`src/common/cis_pkg.sv`:
```
// constants and an address-window helper shared by both ends of the cpu interrupt link
package cis_pkg;
  // ----------------------------------------------------------------
  // register addresses
  // ----------------------------------------------------------------
  localparam logic [31:0] ADDR_STATUS   = 32'hfff8_4000;
  localparam logic [31:0] ADDR_ENABLE   = 32'hfff8_4004;
  localparam logic [31:0] ADDR_SOFT     = 32'hfff8_4014;
  localparam logic [31:0] ADDR_CTRL     = 32'hfff8_4100;
  localparam logic [31:0] ADDR_IRQ_VIEW = 32'hfff8_4104;
  // device window: 32 bytes starting at the status register
  localparam int          DEV_WIN_LSB   = 5;

  // ----------------------------------------------------------------
  // status / enable bit positions
  // ----------------------------------------------------------------
  localparam int POS_POWER_FAIL        = 30;
  localparam int POS_PARITY_ERROR      = 29;
  localparam int POS_COUNTER_IO        = 21;
  localparam int POS_KEYBOARD          = 19;
  localparam int POS_TWIN_SERIAL       = 18;
  localparam int POS_PARALLEL_PORT     = 17;
  localparam int POS_LAN               = 15;
  localparam int POS_DISK_BUS          = 14;
  localparam int POS_DMA_COUNT_DONE    = 13;
  localparam int POS_DMA_WP_FAULT      = 12;
  localparam int POS_DMA_VALID_FLAG    = 11;
  localparam int POS_GRAPHICS          = 10;
  localparam int POS_SOFT              = 9;
  localparam int POS_SOFT_TRIGGER_BIT  = 0;
  localparam int POS_CTRL_GLOBAL_EN    = 0;

  // defined status bits, and those fed by peripherals
  localparam logic [31:0] DEFINED_MASK = 32'h602e_fe00;
  localparam logic [31:0] PERIPH_MASK  = 32'h602e_fc00;
  localparam logic [31:0] NMI_MASK     = 32'h4000_0000;

  // ----------------------------------------------------------------
  // reset values and widths
  // ----------------------------------------------------------------
  localparam logic [31:0] ENABLE_RESET     = 32'h0000_0000;
  localparam logic        GLOBAL_EN_RESET  = 1'b1;
  localparam int          WORD_W           = 32;
  localparam int          SYNC_STAGES      = 2;

  function automatic logic in_dev_window(input logic [31:0] a);
    return a[31:DEV_WIN_LSB] == ADDR_STATUS[31:DEV_WIN_LSB];
  endfunction
endpackage

```
`src/common/cis_link_if.sv`:
```
// link between the interrupt collector and its cpu-side partner
`timescale 1ns/1ps
interface cis_link_if;
  logic [31:0] req_lines;
  logic        reg_req;
  logic        reg_wr;
  logic [31:0] reg_addr;
  logic [31:0] reg_wdata;
  logic        reg_ack;
  logic [31:0] reg_rdata;
  logic        global_en;
  logic        cpu_int;

  modport device (
    input  req_lines, reg_req, reg_wr, reg_addr, reg_wdata, global_en,
    output reg_ack, reg_rdata, cpu_int
  );
  modport partner (
    output req_lines, reg_req, reg_wr, reg_addr, reg_wdata, global_en,
    input  reg_ack, reg_rdata, cpu_int
  );
endinterface // cis_link_if

```
`src/hdl/cis_cpu_side.sv`:
```
// cpu-side partner: ahb-lite slave, request forwarding, global enable
//
// The AHB-Lite interface to the registers was left to the implementer.
`timescale 1ns/1ps
module cis_cpu_side #(
  parameter int DATA_W = 32
) (
  // clock, reset, enable
  input  wire logic        hclk,
  input  wire logic        hresetn,
  input  wire logic        ce,
  // ahb-lite slave
  input  wire logic        hsel,
  input  wire logic [31:0] haddr,
  input  wire logic [1:0]  htrans,
  input  wire logic        hwrite,
  input  wire logic [2:0]  hsize,
  input  wire logic [31:0] hwdata,
  input  wire logic        hready,
  output logic             hreadyout,
  output logic             hresp,
  output logic [31:0]      hrdata,
  // peripheral requests and processor line
  input  wire logic [31:0] periph_req,
  output logic             cpu_irq,
  // link
  cis_link_if.partner      link
);
  if (DATA_W != cis_pkg::WORD_W) begin : g_bad_width
    $error("cis_cpu_side: only 32-bit data is supported");
  end

  typedef enum logic [1:0] {
    ST_IDLE  = 2'b00,
    ST_ISSUE = 2'b01,
    ST_WAIT  = 2'b10,
    ST_DONE  = 2'b11
  } cis_phase_t;

  typedef struct packed {
    cis_phase_t  phase;
    logic        own_wr;
    logic        wr;
    logic [31:0] addr;
    logic [31:0] rdata;
    logic        global_en;
  } cis_host_state_t;

  cis_host_state_t st_ff;
  cis_host_state_t nxt_st;
  logic            take;

  // ----------------------------------------------------------------
  // link drive
  // ----------------------------------------------------------------
  // peripherals clear their own causes; no clear path exists here
  assign link.req_lines = periph_req & cis_pkg::PERIPH_MASK;
  assign link.reg_req   = (st_ff.phase == ST_ISSUE);
  assign link.reg_wr    = st_ff.wr;
  assign link.reg_addr  = st_ff.addr;
  assign link.reg_wdata = hwdata;
  assign link.global_en = st_ff.global_en;
  // priority among sources is left to software reading status
  assign cpu_irq        = link.cpu_int;
  assign hreadyout      = (st_ff.phase == ST_IDLE) ||
                          (st_ff.phase == ST_DONE);
  assign hresp          = 1'b0;
  assign hrdata         = st_ff.rdata;

  // ----------------------------------------------------------------
  // bus sequencing
  // ----------------------------------------------------------------
  always_comb begin
    nxt_st = st_ff;
    take   = hsel & htrans[1] & hready;
    nxt_st.own_wr = 1'b0;
    if (st_ff.own_wr && st_ff.addr == cis_pkg::ADDR_CTRL) begin
      nxt_st.global_en = hwdata[cis_pkg::POS_CTRL_GLOBAL_EN];
    end
    case (st_ff.phase)
      ST_ISSUE: nxt_st.phase = ST_WAIT;
      ST_WAIT: begin
        if (link.reg_ack) begin
          nxt_st.rdata = link.reg_rdata;
          nxt_st.phase = ST_DONE;
        end
      end
      default: nxt_st.phase = ST_IDLE;
    endcase
    if (take && hreadyout) begin
      nxt_st.addr  = haddr;
      nxt_st.wr    = hwrite;
      nxt_st.rdata = '0;
      if (cis_pkg::in_dev_window(haddr)) begin
        nxt_st.phase = ST_ISSUE;
      end else begin
        nxt_st.phase  = ST_IDLE;
        nxt_st.own_wr = hwrite;
        if (!hwrite && haddr == cis_pkg::ADDR_CTRL) begin
          nxt_st.rdata[cis_pkg::POS_CTRL_GLOBAL_EN] = st_ff.global_en;
        end
        if (!hwrite && haddr == cis_pkg::ADDR_IRQ_VIEW) begin
          nxt_st.rdata[0] = link.cpu_int;
        end
      end
    end
  end

  always_ff @(posedge hclk or negedge hresetn) begin
    if (!hresetn) begin
      st_ff.phase     <= ST_IDLE;
      st_ff.own_wr    <= 1'b0;
      st_ff.wr        <= 1'b0;
      st_ff.addr      <= '0;
      st_ff.rdata     <= '0;
      st_ff.global_en <= cis_pkg::GLOBAL_EN_RESET;
    end else if (ce) begin
      st_ff <= nxt_st;
    end
  end
endmodule // cis_cpu_side

```
`src/flat_wrapper.sv`:
```
// flat-port wrapper written by rule: the top's interface ports become plain ports
module cis_cpu_side_flat 
#(
  parameter int DATA_W = 32
)
  (hclk, hresetn, ce, hsel, haddr, htrans, hwrite, hsize, hwdata, hready, hreadyout, hresp, hrdata, periph_req, cpu_irq, link_req_lines, link_reg_req, link_reg_wr, link_reg_addr, link_reg_wdata, link_global_en, link_reg_ack, link_reg_rdata, link_cpu_int);
  cis_link_if link_i ();
  input  wire logic hclk;
  input  wire logic hresetn;
  input  wire logic ce;
  input  wire logic hsel;
  input  wire logic [31:0] haddr;
  input  wire logic [1:0] htrans;
  input  wire logic hwrite;
  input  wire logic [2:0] hsize;
  input  wire logic [31:0] hwdata;
  input  wire logic hready;
  output logic hreadyout;
  output logic hresp;
  output logic [31:0] hrdata;
  input  wire logic [31:0] periph_req;
  output logic cpu_irq;
  output wire logic [$bits(link_i.req_lines)-1:0] link_req_lines;
  output wire logic [$bits(link_i.reg_req)-1:0] link_reg_req;
  output wire logic [$bits(link_i.reg_wr)-1:0] link_reg_wr;
  output wire logic [$bits(link_i.reg_addr)-1:0] link_reg_addr;
  output wire logic [$bits(link_i.reg_wdata)-1:0] link_reg_wdata;
  output wire logic [$bits(link_i.global_en)-1:0] link_global_en;
  input wire logic [$bits(link_i.reg_ack)-1:0] link_reg_ack;
  input wire logic [$bits(link_i.reg_rdata)-1:0] link_reg_rdata;
  input wire logic [$bits(link_i.cpu_int)-1:0] link_cpu_int;
  assign link_req_lines = link_i.req_lines;
  assign link_reg_req = link_i.reg_req;
  assign link_reg_wr = link_i.reg_wr;
  assign link_reg_addr = link_i.reg_addr;
  assign link_reg_wdata = link_i.reg_wdata;
  assign link_global_en = link_i.global_en;
  assign link_i.reg_ack = link_reg_ack;
  assign link_i.reg_rdata = link_reg_rdata;
  assign link_i.cpu_int = link_cpu_int;
  cis_cpu_side #(.DATA_W(DATA_W)) u_core (.hclk(hclk), .hresetn(hresetn), .ce(ce), .hsel(hsel), .haddr(haddr), .htrans(htrans), .hwrite(hwrite), .hsize(hsize), .hwdata(hwdata), .hready(hready), .hreadyout(hreadyout), .hresp(hresp), .hrdata(hrdata), .periph_req(periph_req), .cpu_irq(cpu_irq), .link(link_i));
endmodule
```
`config.mk`:
```
export PLATFORM = sky130hd
export DESIGN_NAME = cis_cpu_side_flat
export DESIGN_NICKNAME = d
export VERILOG_FILES = /design/src/common/cis_pkg.sv /design/src/common/cis_link_if.sv /design/src/hdl/cis_cpu_side.sv /design/src/flat_wrapper.sv
export SDC_FILE = /design/constraint.sdc
export NUM_CORES = 1
export LEC_CHECK = 0
export ABC_AREA = 1
export BUFFER_PORTS_ARGS = -buffer_cell sky130_fd_sc_hd__buf_2
export CORE_AREA = 2 2 107 109
export CTS_CLUSTER_DIAMETER = 60
export DETAILED_ROUTE_END_ITERATION = 8
export DIE_AREA = 0 0 109 111
export GPL_TIMING_DRIVEN = 0
export PLACE_DENSITY = 0.85
export SETUP_SLACK_MARGIN = 0.5
export SLEW_MARGIN = 20
export SYNTH_ARGS = -nofsm -noshare
export SYNTH_HDL_FRONTEND = slang
export SYNTH_SLANG_ARGS = --single-unit
```
`constraint.sdc`:
```
create_clock -name hclk -period 1.6 [get_ports hclk]
set_input_delay 0 -clock hclk [delete_from_list [all_inputs] [get_ports hclk]]
set_output_delay 0 -clock hclk [all_outputs]
set_load 0.05 [all_outputs]
```
==> summary.md, run 1 <==
### Outcome
• **outcome** finished, violations left
• **violations in the final reports** negative setup slack

### Clock network
• **depth of the CTS H-tree** 3
• **CTS root buffer** sky130_fd_sc_hd__clkbuf_16
• **clock sink count** 69
• **clock transition at the registers of the reported paths** 0.06 ns
• **CTS Buf Count** 9
• **insertion delay of the later-clocked pin in the worst-skew pair** 0.33 ns
• **TritonCTS clock tree** built
• **largest buffer count on any clock path** 2

### Global routing
• **wire length of the first global-routing pass** 19600 µm
• **aggregate global-route resource usage** 21.1%
• **pin count of the biggest net entering global routing** 39
• **vias in the first global route** 4081
• **initial antenna violation count** 0
• **total overflow reported by the global router** 0

### Drt
• **residual antenna-violating net count after detailed routing** 0
• **Post-Route WL** 13700 µm
• **Starting DRT DRC Count** 202
• **vias per cell** 4.35
• **total iterations of the first detailed-routing run** 4
• **DR WL/cell** 14.0 µm
• **total number of vias** 4248
• **number of remaining DRC errors** 0

### STA
• **setup repair after global routing missed its margin** true
• **clock period minus final worst setup slack** 1.63 ns
• **Final Max Slew Viols** 0
• **Total Neg Setup Slack** -0.126 ns
• **total setup violations reported at the end of the flow** 13
• **ratio of final minimum period to clock period** 102%
• **Final Hold Violating Endpoints** 0
• **crit path setup slack, layout** -0.0256 ns
• **top achievable clock speed** 615 MHz
• **clock tree skew after final layout** 0.00724 ns

### Synth
• **post-synthesis cell count** 517
• **most used flip-flop cell after synthesis** sky130_fd_sc_hd__dfrtp_1
• **cell area after technology mapping** 0.00411 mm²
• **synth top area cells** sky130_fd_sc_hd__dfrtp_1 41%, sky130_fd_sc_hd__buf_4 24%, sky130_fd_sc_hd__nand2_1 15%
• **synth cell count leaders** 164 x sky130_fd_sc_hd__nand2_1, 134 x sky130_fd_sc_hd__buf_4, 68 x sky130_fd_sc_hd__dfrtp_1
• **leading cell type by number of instances after synthesis** sky130_fd_sc_hd__nand2_1
• **per-instance average area after synthesis** 7.95 µm²
• **Synth warnings** 0
• **count of flip-flops with a built-in enable after synthesis** 0
• **distinct cell type count of the synthesized netlist** 23
• **sequential share of the synthesized area** 42.0%
• **Seq cells post-synth** 69
• **top cell type's share of synthesized area** 41.4%
• **Post-synth ARST share** 100%
• **biggest area consumer among synthesized cells** sky130_fd_sc_hd__dfrtp_1

### Placement
• **weighted congestion reported at the end of routability-driven placement** 0.836
• **post-placement setup slack** -0.0731 ns
• **total half-perimeter wirelength after legalization and detailed placement** 8390 µm
• **placed cell areas** 0.00535 mm²
• **number of buffers added on ports** 186

### Die
• **Die Outline Area** 0.0121 mm²
• **core area** 0.0111 mm²
• **DIE WIDTH** 109 µm
• **effective utilization at floorplan** 37.1%
• **Die Height** 111 µm
• **I/O pins** 275
• **Site Rows** 39

### Power and ir drop
• **Combinational Power Share** 60.3%
• **clock share of power** 15.8%
• **Peak VDD IR** 1300 µV
• **switching power of the nets** 6.38 mW
• **PD cells** 1920 mW/mm²
• **P_leak** 3.93 nW
• **switching part of the total** 48.0%
• **Cell Int Power** 6.91 mW
• **sequential fraction of design power** 23.9%

### Setup path
• **slowest cell delay on critical path** 0.42 ns
• **Setup crit end kind** flop
• **logic depth of the worst path, buffers included** 10
• **end point of the critical path** u_core.hrdata[23]
• **CP Class** reg -> reg
• **crit path from** u_core.st_ff[68]
• **arrival time reported for the critical path endpoint** 1.84 ns
• **flop-to-flop setup slack** -0.03 ns
• **R2R Path End** u_core.hrdata[23]
• **cell with the largest stage delay on the worst path** sky130_fd_sc_hd__dfrtp_1
• **path depth of the worst reg2reg path** 10
• **largest driver fanout on the critical path** 5
• **crit path launch type** flop
• **crit-path leading delay family** simple AND/OR/NAND/NOR gates
• **worst path buffer plus inverter count** 3
• **worst reg2reg startpoint** u_core.st_ff[68]
• **ordered cell list for the critical path** ha_4 > nand2_4 > nor2_4 > nand2_4 > inv_4 > nor2_4 > buf_12 > buf_6 > nand2_1 > nand2_1
• **data required time of the worst path** 1.81 ns

### Finish
• **nets** 973
• **fraction of final layout cells sized beyond drive strength 1** 51.7%
• **final standard cell area without fillers** 0.00693 mm²
• **Layout area overhead** 68.6%
• **Inserted Diodes** 0

### Flow run
• **maximum capacitance violations** 0

### Min path
• **startpoint of the tightest hold check path** link_reg_ack
• **Hold Path Class** in -> reg

==> sequential cells by signal (all words and copies together), names as in the netlist <==
register / flops
u_core.st_ff: 3
u_core.link.global_en: 1
u_core.hrdata: 32
u_core.link.reg_wr: 1
u_core.link.reg_addr: 32
==> repair_timing <==
| item | CTS | global route |
|---|---|---|
| hold buffers | 68 | 0 |
| resized for setup | 59 | 75 |
| endpoints found under the setup margin | 79 | 91 |
| pin swaps | 9 | 11 |
| buffers inserted | 15 | 5 |
| endpoints found under the hold margin | 135 | 0 |
| cloned | 4 | 2 |
==> final cells by class <==
cell class | count | area, µm²
inverters | 36 | 140
fillers | 874 | 4150
clock buffers | 13 | 270
repair buffers | 281 | 2010
plain buffers | 146 | 1160
well taps | 143 | 179
multi-input cells | 286 | 1400
flip-flops and latches | 69 | 1730
clock inverters | 3 | 42.5
==> metal layers <==
metal  vias up  track usage [%]  wire length (µm)
met5         -                0                 0
met4         0             7.44               233
met3        23             4.94               956
met2       180             40.0              7450
met1      1974             22.2              5080
li1       2071                -                 -
==> cells in the final DEF (no fill, tap or decap), types with 6 or more instances in the layout <==
cell type                         n
sky130_fd_sc_hd__dfrtp_1         68
sky130_fd_sc_hd__nand2_4          8
sky130_fd_sc_hd__buf_6           13
sky130_fd_sc_hd__buf_2          157
sky130_fd_sc_hd__nor2_1          26
sky130_fd_sc_hd__clkbuf_4         6
sky130_fd_sc_hd__o21ai_0         10
sky130_fd_sc_hd__nand2_2         32
sky130_fd_sc_hd__inv_1           31
sky130_fd_sc_hd__nand2_1        125
sky130_fd_sc_hd__buf_8            8
sky130_fd_sc_hd__buf_4          170
sky130_fd_sc_hd__clkbuf_16       12
sky130_fd_sc_hd__nand3_1         38
sky130_fd_sc_hd__conb_1          21
sky130_fd_sc_hd__dlygate4sd3_1   68
==> power by group through the flow <==
stage / Clock (mW) / Combinational, mW / Sequential, mW
finish: 2.09 / 8.01 / 3.18
global route: 2.22 / 8.46 / 3.26
CTS: 2.14 / 7.51 / 3.11
detailed placement: 0 / 6.85 / 3.12
global placement: 0 / 6.76 / 3.08
floorplan: 0 / 5.65 / 3.01
==> cells by family (layout without fill, tap and decap cells) <==
family	count (synthesis)	count (layout)	share of synthesized area [%]
adders and majority gates	3	3	0.913
and+or+nand+nor	242	242	24.3
AOI/OAI and AO/OA	20	20	2.56
other	1	21	0.0912
DFF	69	69	42.0
buffers and inverters	182	479	30.1
==> metrics by stage <==
step / cells / hold slack, ns / power [mW] / util, %
floorplan: 537 / -0.296 / 8.66 / -
global placement: 866 / 0.212 / 9.84 / 48.1
detailed placement: 867 / -0.0368 / 9.97 / 48.3
CTS: 970 / 0.118 / 12.8 / 60.2
global route: 977 / 0.180 / 13.9 / 62.6
finish: 977 / 0.143 / 13.3 / 62.6
==> how the worst min path moves through the flow <==
stage / end / cells past startpoint / slack (ns)
floorplan: u_core.hrdata[0] / 0 / -0.30
detailed placement: u_core.hrdata[10] / 1 / -0.04
global route: u_core.st_ff[68] / 4 / 0.18
CTS: u_core.st_ff[67] / 4 / 0.12
global placement: u_core.link.reg_addr[21] / 3 / 0.21
finish: u_core.st_ff[68] / 4 / 0.14
==> worst register-to-register path, delay by kind of cell (launching register included) <==
kind / cells / cell delay [ns]
simple gates: 6 / 0.44
flops: 1 / 0.42
buf+inv: 3 / 0.35
fa+ha+maj: 1 / 0.30
Note: power is estimated with default switching activity, not from simulation.
==> run 2, diff against run 1 <==
- SKIP_LAST_GASP: not set -> 1
==> summary.md, run 2 (same netlist as run 1, synthesis figures left out) <==
### Clock network
• **TritonCTS clock tree** built, unchanged
• **CTS Buf Count** 9, unchanged
• **largest buffer count on any clock path** 2, unchanged
• **clock transition at the registers of the reported paths** 0.06 ns, about the same
• **clock sink count** 69, unchanged
• **CTS root buffer** sky130_fd_sc_hd__clkbuf_16, unchanged
• **depth of the CTS H-tree** 3, unchanged
• **insertion delay of the later-clocked pin in the worst-skew pair** 0.33 ns, about the same

### Finish
• **most frequent cells in the layout** 166 x sky130_fd_sc_hd__buf_4, 161 x sky130_fd_sc_hd__buf_2, 125 x sky130_fd_sc_hd__nand2_1, was 170 x sky130_fd_sc_hd__buf_4, 157 x sky130_fd_sc_hd__buf_2, 125 x sky130_fd_sc_hd__nand2_1
• **fraction of final layout cells sized beyond drive strength 1** 51.7%, unchanged
• **nets** 973, unchanged
• **Layout area overhead** 68.4%, was 68.6%
• **fraction of the core area covered by cells at the end of the flow** 62.5%, was 62.6%
• **most common library cell in the layout ignoring fill and taps** sky130_fd_sc_hd__buf_4, unchanged
• **Inserted Diodes** 0, unchanged

### Setup path
• **crit-path leading delay family** simple AND/OR/NAND/NOR gates, unchanged
• **Setup crit end kind** flop, unchanged
• **CP Class** reg -> reg, unchanged
• **slowest cell delay on critical path** 0.37 ns, was 0.42 ns
• **data required time of the worst path** 1.81 ns, about the same
• **largest driver fanout on the critical path** 5, unchanged
• **ordered cell list for the critical path** inv_2 > ha_4 > nand2_4 > nor2_4 > nand2_4 > inv_4 > nor2_4 > buf_12 > buf_6 > nand2_1 > nand2_1, was ha_4 > nand2_4 > nor2_4 > nand2_4 > inv_4 > nor2_4 > buf_12 > buf_6 > nand2_1 > nand2_1
• **worst path buffer plus inverter count** 4, was 3
• **crit path launch type** flop, unchanged
• **cell with the largest stage delay on the worst path** sky130_fd_sc_hd__dfrtp_1, unchanged
• **arrival time reported for the critical path endpoint** 1.84 ns, about the same

### Die
• **core area** 0.0111 mm², unchanged
• **Site Rows** 39, unchanged
• **Die Outline Area** 0.0121 mm², unchanged
• **DIE WIDTH** 109 µm, unchanged
• **I/O pins** 275, unchanged
• **effective utilization at floorplan** 37.1%, unchanged
• **Die Height** 111 µm, unchanged

### Drt
• **sum of met3 wire segment lengths after detailed routing** 996 µm, was 956 µm
• **total iterations of the first detailed-routing run** 4, unchanged
• **Post-Route WL** 13600 µm, was 13700 µm
• **top routing layer used** met4, unchanged
• **total number of vias** 4230, was 4248
• **met1 WL** 5030 µm, was 5080 µm
• **residual antenna-violating net count after detailed routing** 0, unchanged
• **vias per cell** 4.33, was 4.35
• **Starting DRT DRC Count** 229, was 202
• **detailed route wirelength on metal2** 7330 µm, was 7450 µm
• **number of remaining DRC errors** 0, unchanged
• **DR WL/cell** 13.9 µm, was 14.0 µm

### Global routing
• **vias in the first global route** 4081, unchanged
• **total overflow reported by the global router** 0, unchanged
• **aggregate global-route resource usage** 21.1%, unchanged
• **wire length of the first global-routing pass** 19600 µm, unchanged
• **initial antenna violation count** 0, unchanged
• **pin count of the biggest net entering global routing** 39, unchanged

### Placement
• **weighted congestion reported at the end of routability-driven placement** 0.836, unchanged
• **post-placement setup slack** -0.0731 ns, unchanged
• **total half-perimeter wirelength after legalization and detailed placement** 8390 µm, unchanged
• **number of buffers added on ports** 186, unchanged

### Outcome
• **outcome** finished, violations left, unchanged
• **violations in the final reports** negative setup slack, unchanged

### Power and ir drop
• **Peak VDD IR** 1300 µV, about the same
• **PD cells** 1910 mW/mm², was 1920 mW/mm²
• **P_leak** 3.93 nW, about the same

### STA
• **clock tree skew after final layout** 0.00724 ns, about the same
• **crit path setup slack, layout** -0.0262 ns, was -0.0256 ns
• **ratio of final minimum period to clock period** 102%, about the same
• **Final Max Slew Viols** 0, unchanged
• **clock period minus final worst setup slack** 1.63 ns, about the same
• **setup repair after global routing missed its margin** true, unchanged
• **Total Neg Setup Slack** -0.122 ns, was -0.126 ns
• **total setup violations reported at the end of the flow** 12, was 13
• **top achievable clock speed** 615 MHz, about the same
• **Final Hold Violating Endpoints** 0, unchanged

### Min path
• **Hold Path Class** in -> reg, unchanged

### Flow run
• **maximum capacitance violations** 0, unchanged

-- run 2: cell counts in the layout (fill, tap and decap cells not counted) --
No cell type changed its count.
-- run 2: layout make-up --
type                            count  area [µm²]
Sequential cell                    69        1730
Clock inverter                      3        42.5
Clock buffer                       13         270
Fill cell                         876        4160
Timing Repair Buffer              281        2000
Inverter                           36         140
Tap cell                          143         179
Multi-Input combinational cell    286        1400
Buffer                            146        1160
-- run 2: layer usage --
layer	global-route usage [%]	vias up
li1	-	2074
met1	22.2	1947
met2	40.0	188
met3	4.94	21
met4	7.44	0
met5	0	-
-- run 2: report_power, final --
| part | leakage, nW | total (mW) | switching, mW | internal [mW] |
|---|---|---|---|---|
| clock | 0.152 | 2.09 | 0.759 | 1.33 |
| sequential | 0.867 | 3.17 | 0.621 | 2.55 |
| combinational | 2.91 | 7.98 | 4.98 | 3.00 |
-- run 2: worst reg2reg max path: cells and delay by family (launching register included) --
kind / cells / cell delay, ns
adders and majority gates: 1 / 0.28
buffers and inverters: 4 / 0.41
DFF: 1 / 0.37
and+or+nand+nor: 6 / 0.44
-- run 2: per-stage QoR --
step / hold WS (ns) / total power, mW / std cells / cell area, µm²
finish: 0.143 / 13.2 / 977 / 6920
floorplan: -0.296 / 8.66 / 537 / 4210
global route: 0.180 / 13.9 / 977 / 6920
detailed placement: -0.0368 / 9.97 / 867 / 5350
global placement: 0.212 / 9.84 / 866 / 5320
CTS: 0.118 / 12.8 / 970 / 6670
-- run 2: timing repair --
action / in CTS / in global routing
pin swaps: 9 / 11
gates resized for setup: 59 / 71
endpoints found under the setup margin: 79 / 91
gates cloned: 4 / 2
buffers inserted: 15 / 5
endpoints found under the hold margin: 135 / 0
hold buffers: 68 / 0
-- run 2: path summary, 6_finish.rpt --
check | from | end | slack (ns) | cells after the start
min in group asynchronous | hresetn | u_core.hrdata[10] | 0.16 | 2
max in group asynchronous | hresetn | u_core.link.global_en | 0.82 | 3
worst max-delay path | u_core.st_ff[67] | u_core.hrdata[23] | -0.03 | 11
worst max register to register | u_core.st_ff[67] | u_core.hrdata[23] | -0.03 | 11
worst min-delay path | link_reg_ack | u_core.st_ff[68] | 0.14 | 4
worst min register to register | u_core.hrdata[18] | u_core.hrdata[18] | 0.48 | 2
==> run 3, diff against run 2 <==
- BUFFER_PORTS_ARGS: -buffer_cell sky130_fd_sc_hd__buf_2 -> -buffer_cell sky130_fd_sc_hd__buf_4
==> summary.md, run 3 (same netlist as run 1, synthesis figures left out) <==
### STA
• **clock period minus final worst setup slack** 1.64 ns, was 1.63 ns
• **Final Hold Violating Endpoints** 0, unchanged
• **Total Neg Setup Slack** -0.195 ns, was -0.122 ns
• **setup repair after global routing missed its margin** true, unchanged
• **relative slew slack** 57.3%
• **top achievable clock speed** 610 MHz, was 615 MHz
• **hold slack final** 0.161 ns, was 0.143 ns
• **clock tree skew after final layout** 0.00647 ns, was 0.00724 ns
• **Tightest Pin Transition** 0.640 ns
• **crit path setup slack, layout** -0.0391 ns, was -0.0262 ns
• **Final Max Slew Viols** 0, unchanged
• **total setup violations reported at the end of the flow** 18, was 12
• **ratio of final minimum period to clock period** 102%, about the same

### Die
• **core area** 0.0111 mm², unchanged
• **Die Outline Area** 0.0121 mm², unchanged
• **DIE WIDTH** 109 µm, unchanged
• **I/O pins** 275, unchanged
• **effective utilization at floorplan** 37.1%, unchanged
• **Site Rows** 39, unchanged
• **Die Height** 111 µm, unchanged

### Drt
• **residual antenna-violating net count after detailed routing** 0, unchanged
• **DR WL/cell** 14.3 µm, was 13.9 µm
• **Post-Route WL** 13800 µm, was 13600 µm
• **total iterations of the first detailed-routing run** 5, was 4
• **number of remaining DRC errors** 0, unchanged
• **total number of vias** 4253, was 4230
• **vias per cell** 4.39, was 4.33
• **Starting DRT DRC Count** 210, was 229

### Global routing
• **pin count of the biggest net entering global routing** 70, was 39
• **total overflow reported by the global router** 0, unchanged
• **wire length of the first global-routing pass** 20100 µm, was 19600 µm
• **aggregate global-route resource usage** 21.5%, was 21.1%
• **vias in the first global route** 4146, was 4081
• **initial antenna violation count** 0, unchanged

### Setup path
• **CP Class** reg -> reg, unchanged
• **Setup crit end kind** flop, unchanged
• **cell with the largest stage delay on the worst path** sky130_fd_sc_hd__dfrtp_1, unchanged
• **crit path from** u_core.st_ff[68], was u_core.st_ff[67]
• **largest driver fanout on the critical path** 7, was 5
• **ordered cell list for the critical path** ha_4 > nand2_4 > nor2_4 > nand2_4 > inv_4 > nor2_4 > buf_12 > buf_8 > nand2_4 > nand2_2, was inv_2 > ha_4 > nand2_4 > nor2_4 > nand2_4 > inv_4 > nor2_4 > buf_12 > buf_6 > nand2_1 > nand2_1
• **path depth of the worst reg2reg path** 10, was 11
• **crit path launch type** flop, unchanged
• **worst reg2reg startpoint** u_core.st_ff[68], was u_core.st_ff[67]
• **most prevalent standard cell on the critical path** sky130_fd_sc_hd__nand2_4
• **arrival time reported for the critical path endpoint** 1.85 ns, was 1.84 ns
• **data required time of the worst path** 1.81 ns, about the same
• **slowest cell delay on critical path** 0.42 ns, was 0.37 ns

### Min path
• **Hold Path Class** in -> reg, unchanged
• **Hold Path Stages** 5, was 4
• **startpoint of the tightest hold check path** link_cpu_int, was link_reg_ack

### Finish
• **number of standard cells in the final layout excluding fillers** 968, was 977
• **Layout area overhead** 75.4%, was 68.4%
• **nets** 965, was 973
• **Filler Cell Count** 861, was 876
• **most frequent cells in the layout** 329 x sky130_fd_sc_hd__buf_4, 127 x sky130_fd_sc_hd__nand2_1, 68 x sky130_fd_sc_hd__dlygate4sd3_1, 68 x sky130_fd_sc_hd__dfrtp_1, 37 x sky130_fd_sc_hd__nand3_1, was 166 x sky130_fd_sc_hd__buf_4, 161 x sky130_fd_sc_hd__buf_2, 125 x sky130_fd_sc_hd__nand2_1
• **most common library cell in the layout ignoring fill and taps** sky130_fd_sc_hd__buf_4, unchanged
• **Inserted Diodes** 0, unchanged
• **fraction of the core area covered by cells at the end of the flow** 65.1%, was 62.5%
• **fraction of final layout cells sized beyond drive strength 1** 51.2%, was 51.7%

### Clock network
• **largest buffer count on any clock path** 2, unchanged
• **TritonCTS clock tree** built, unchanged
• **depth of the CTS H-tree** 3, unchanged
• **clock transition at the registers of the reported paths** 0.06 ns, about the same
• **CTS Buf Count** 9, unchanged
• **clock sink count** 69, unchanged
• **CTS root buffer** sky130_fd_sc_hd__clkbuf_16, unchanged
• **insertion delay of the later-clocked pin in the worst-skew pair** 0.33 ns, about the same

### Power and ir drop
• **total power** 13.7 mW, was 13.2 mW
• **P_leak** 4.00 nW, was 3.93 nW
• **Peak VDD IR** 1210 µV, was 1300 µV
• **PD cells** 1910 mW/mm², about the same

### Placement
• **weighted congestion reported at the end of routability-driven placement** 0.806, was 0.836
• **cell total after placement** 866, was 867
• **total half-perimeter wirelength after legalization and detailed placement** 8460 µm, was 8390 µm
• **number of buffers added on ports** 186, unchanged

### Outcome
• **outcome** finished, violations left, unchanged
• **violations in the final reports** negative setup slack, unchanged

### Flow run
• **maximum capacitance violations** 0, unchanged

run 3: changes by cell type in the layout (fill, tap and decap cells not counted), moves of 2 or more:
cell / delta
sky130_fd_sc_hd__buf_6: -4
sky130_fd_sc_hd__buf_4: +163
sky130_fd_sc_hd__clkbuf_4: -6
sky130_fd_sc_hd__nand2_1: +2
sky130_fd_sc_hd__nand2_2: -2
sky130_fd_sc_hd__buf_2: -159
sky130_fd_sc_hd__clkbuf_8: -2
sky130_fd_sc_hd__clkbuf_16: -2
run 3: repair_timing:
item,CTS,global route
gates cloned,4,0
setup endpoints to repair,71,129
endpoints found under the hold margin,135,0
setup buffers,12,3
pin swaps,7,6
gates resized for setup,40,51
hold buffers,68,0
run 3: power by group:
group	total, mW	internal [mW]	leakage [nW]	switching, mW
sequential	3.20	2.55	0.867	0.651
clock	2.13	1.40	0.152	0.731
combinational	8.42	3.35	2.98	5.07
total	13.7	7.29	4.00	6.45
run 3: per-layer routing:
| layer | track usage, % | vias to the layer above | wire (µm) | part of all wire (%) |
|---|---|---|---|---|
| li1 | - | 2054 | - | - |
| met1 | 24.3 | 1973 | 5140 | 37 |
| met2 | 39.8 | 202 | 7460 | 54 |
| met3 | 4.76 | 24 | 971 | 7.0 |
| met4 | 6.15 | 0 | 247 | 1.8 |
| met5 | 0 | - | 0 | 0 |
run 3: layout make-up:
| class | instances | area (µm²) | share of cell area, % |
|---|---|---|---|
| clock inverter | 4 | 72.6 | 1.01 |
| timing repair buffer | 273 | 2290 | 31.7 |
| sequential | 69 | 1730 | 24.0 |
| multi-input combinational | 286 | 1410 | 19.5 |
| inverter | 36 | 138 | 1.91 |
| buffer | 146 | 1150 | 16.0 |
| tap | 143 | 179 | 2.48 |
| clock buffer | 11 | 243 | 3.37 |
run 3: worst paths after layout:
path / slack, ns / end
setup / recovery: -0.04 / u_core.hrdata[18]
hold / removal: 0.16 / u_core.hrdata[0]
setup reg to reg: -0.04 / u_core.hrdata[18]
hold reg to reg: 0.47 / u_core.hrdata[9]
max in group asynchronous: 0.91 / u_core.link.reg_addr[28]
min in group asynchronous: 0.24 / u_core.hrdata[10]
run 3: per-stage QoR:
| step | worst slack (ns) | area, µm² |
|---|---|---|
| floorplan | 0.0349 | 4210 |
| detailed placement | -0.0703 | 5790 |
| global route | -0.0843 | 7210 |
| global placement | -0.0424 | 5790 |
| CTS | 0.0487 | 7040 |
| finish | -0.0391 | 7210 |
run 3: worst max-delay path: cells and delay by family (launching register included):
kind                     cells  cell delay [ns]
adder cells (fa/ha/maj)      1             0.30
flip-flops                   1             0.42
buffers and inverters        3             0.37
AND/OR/NAND/NOR              6             0.44
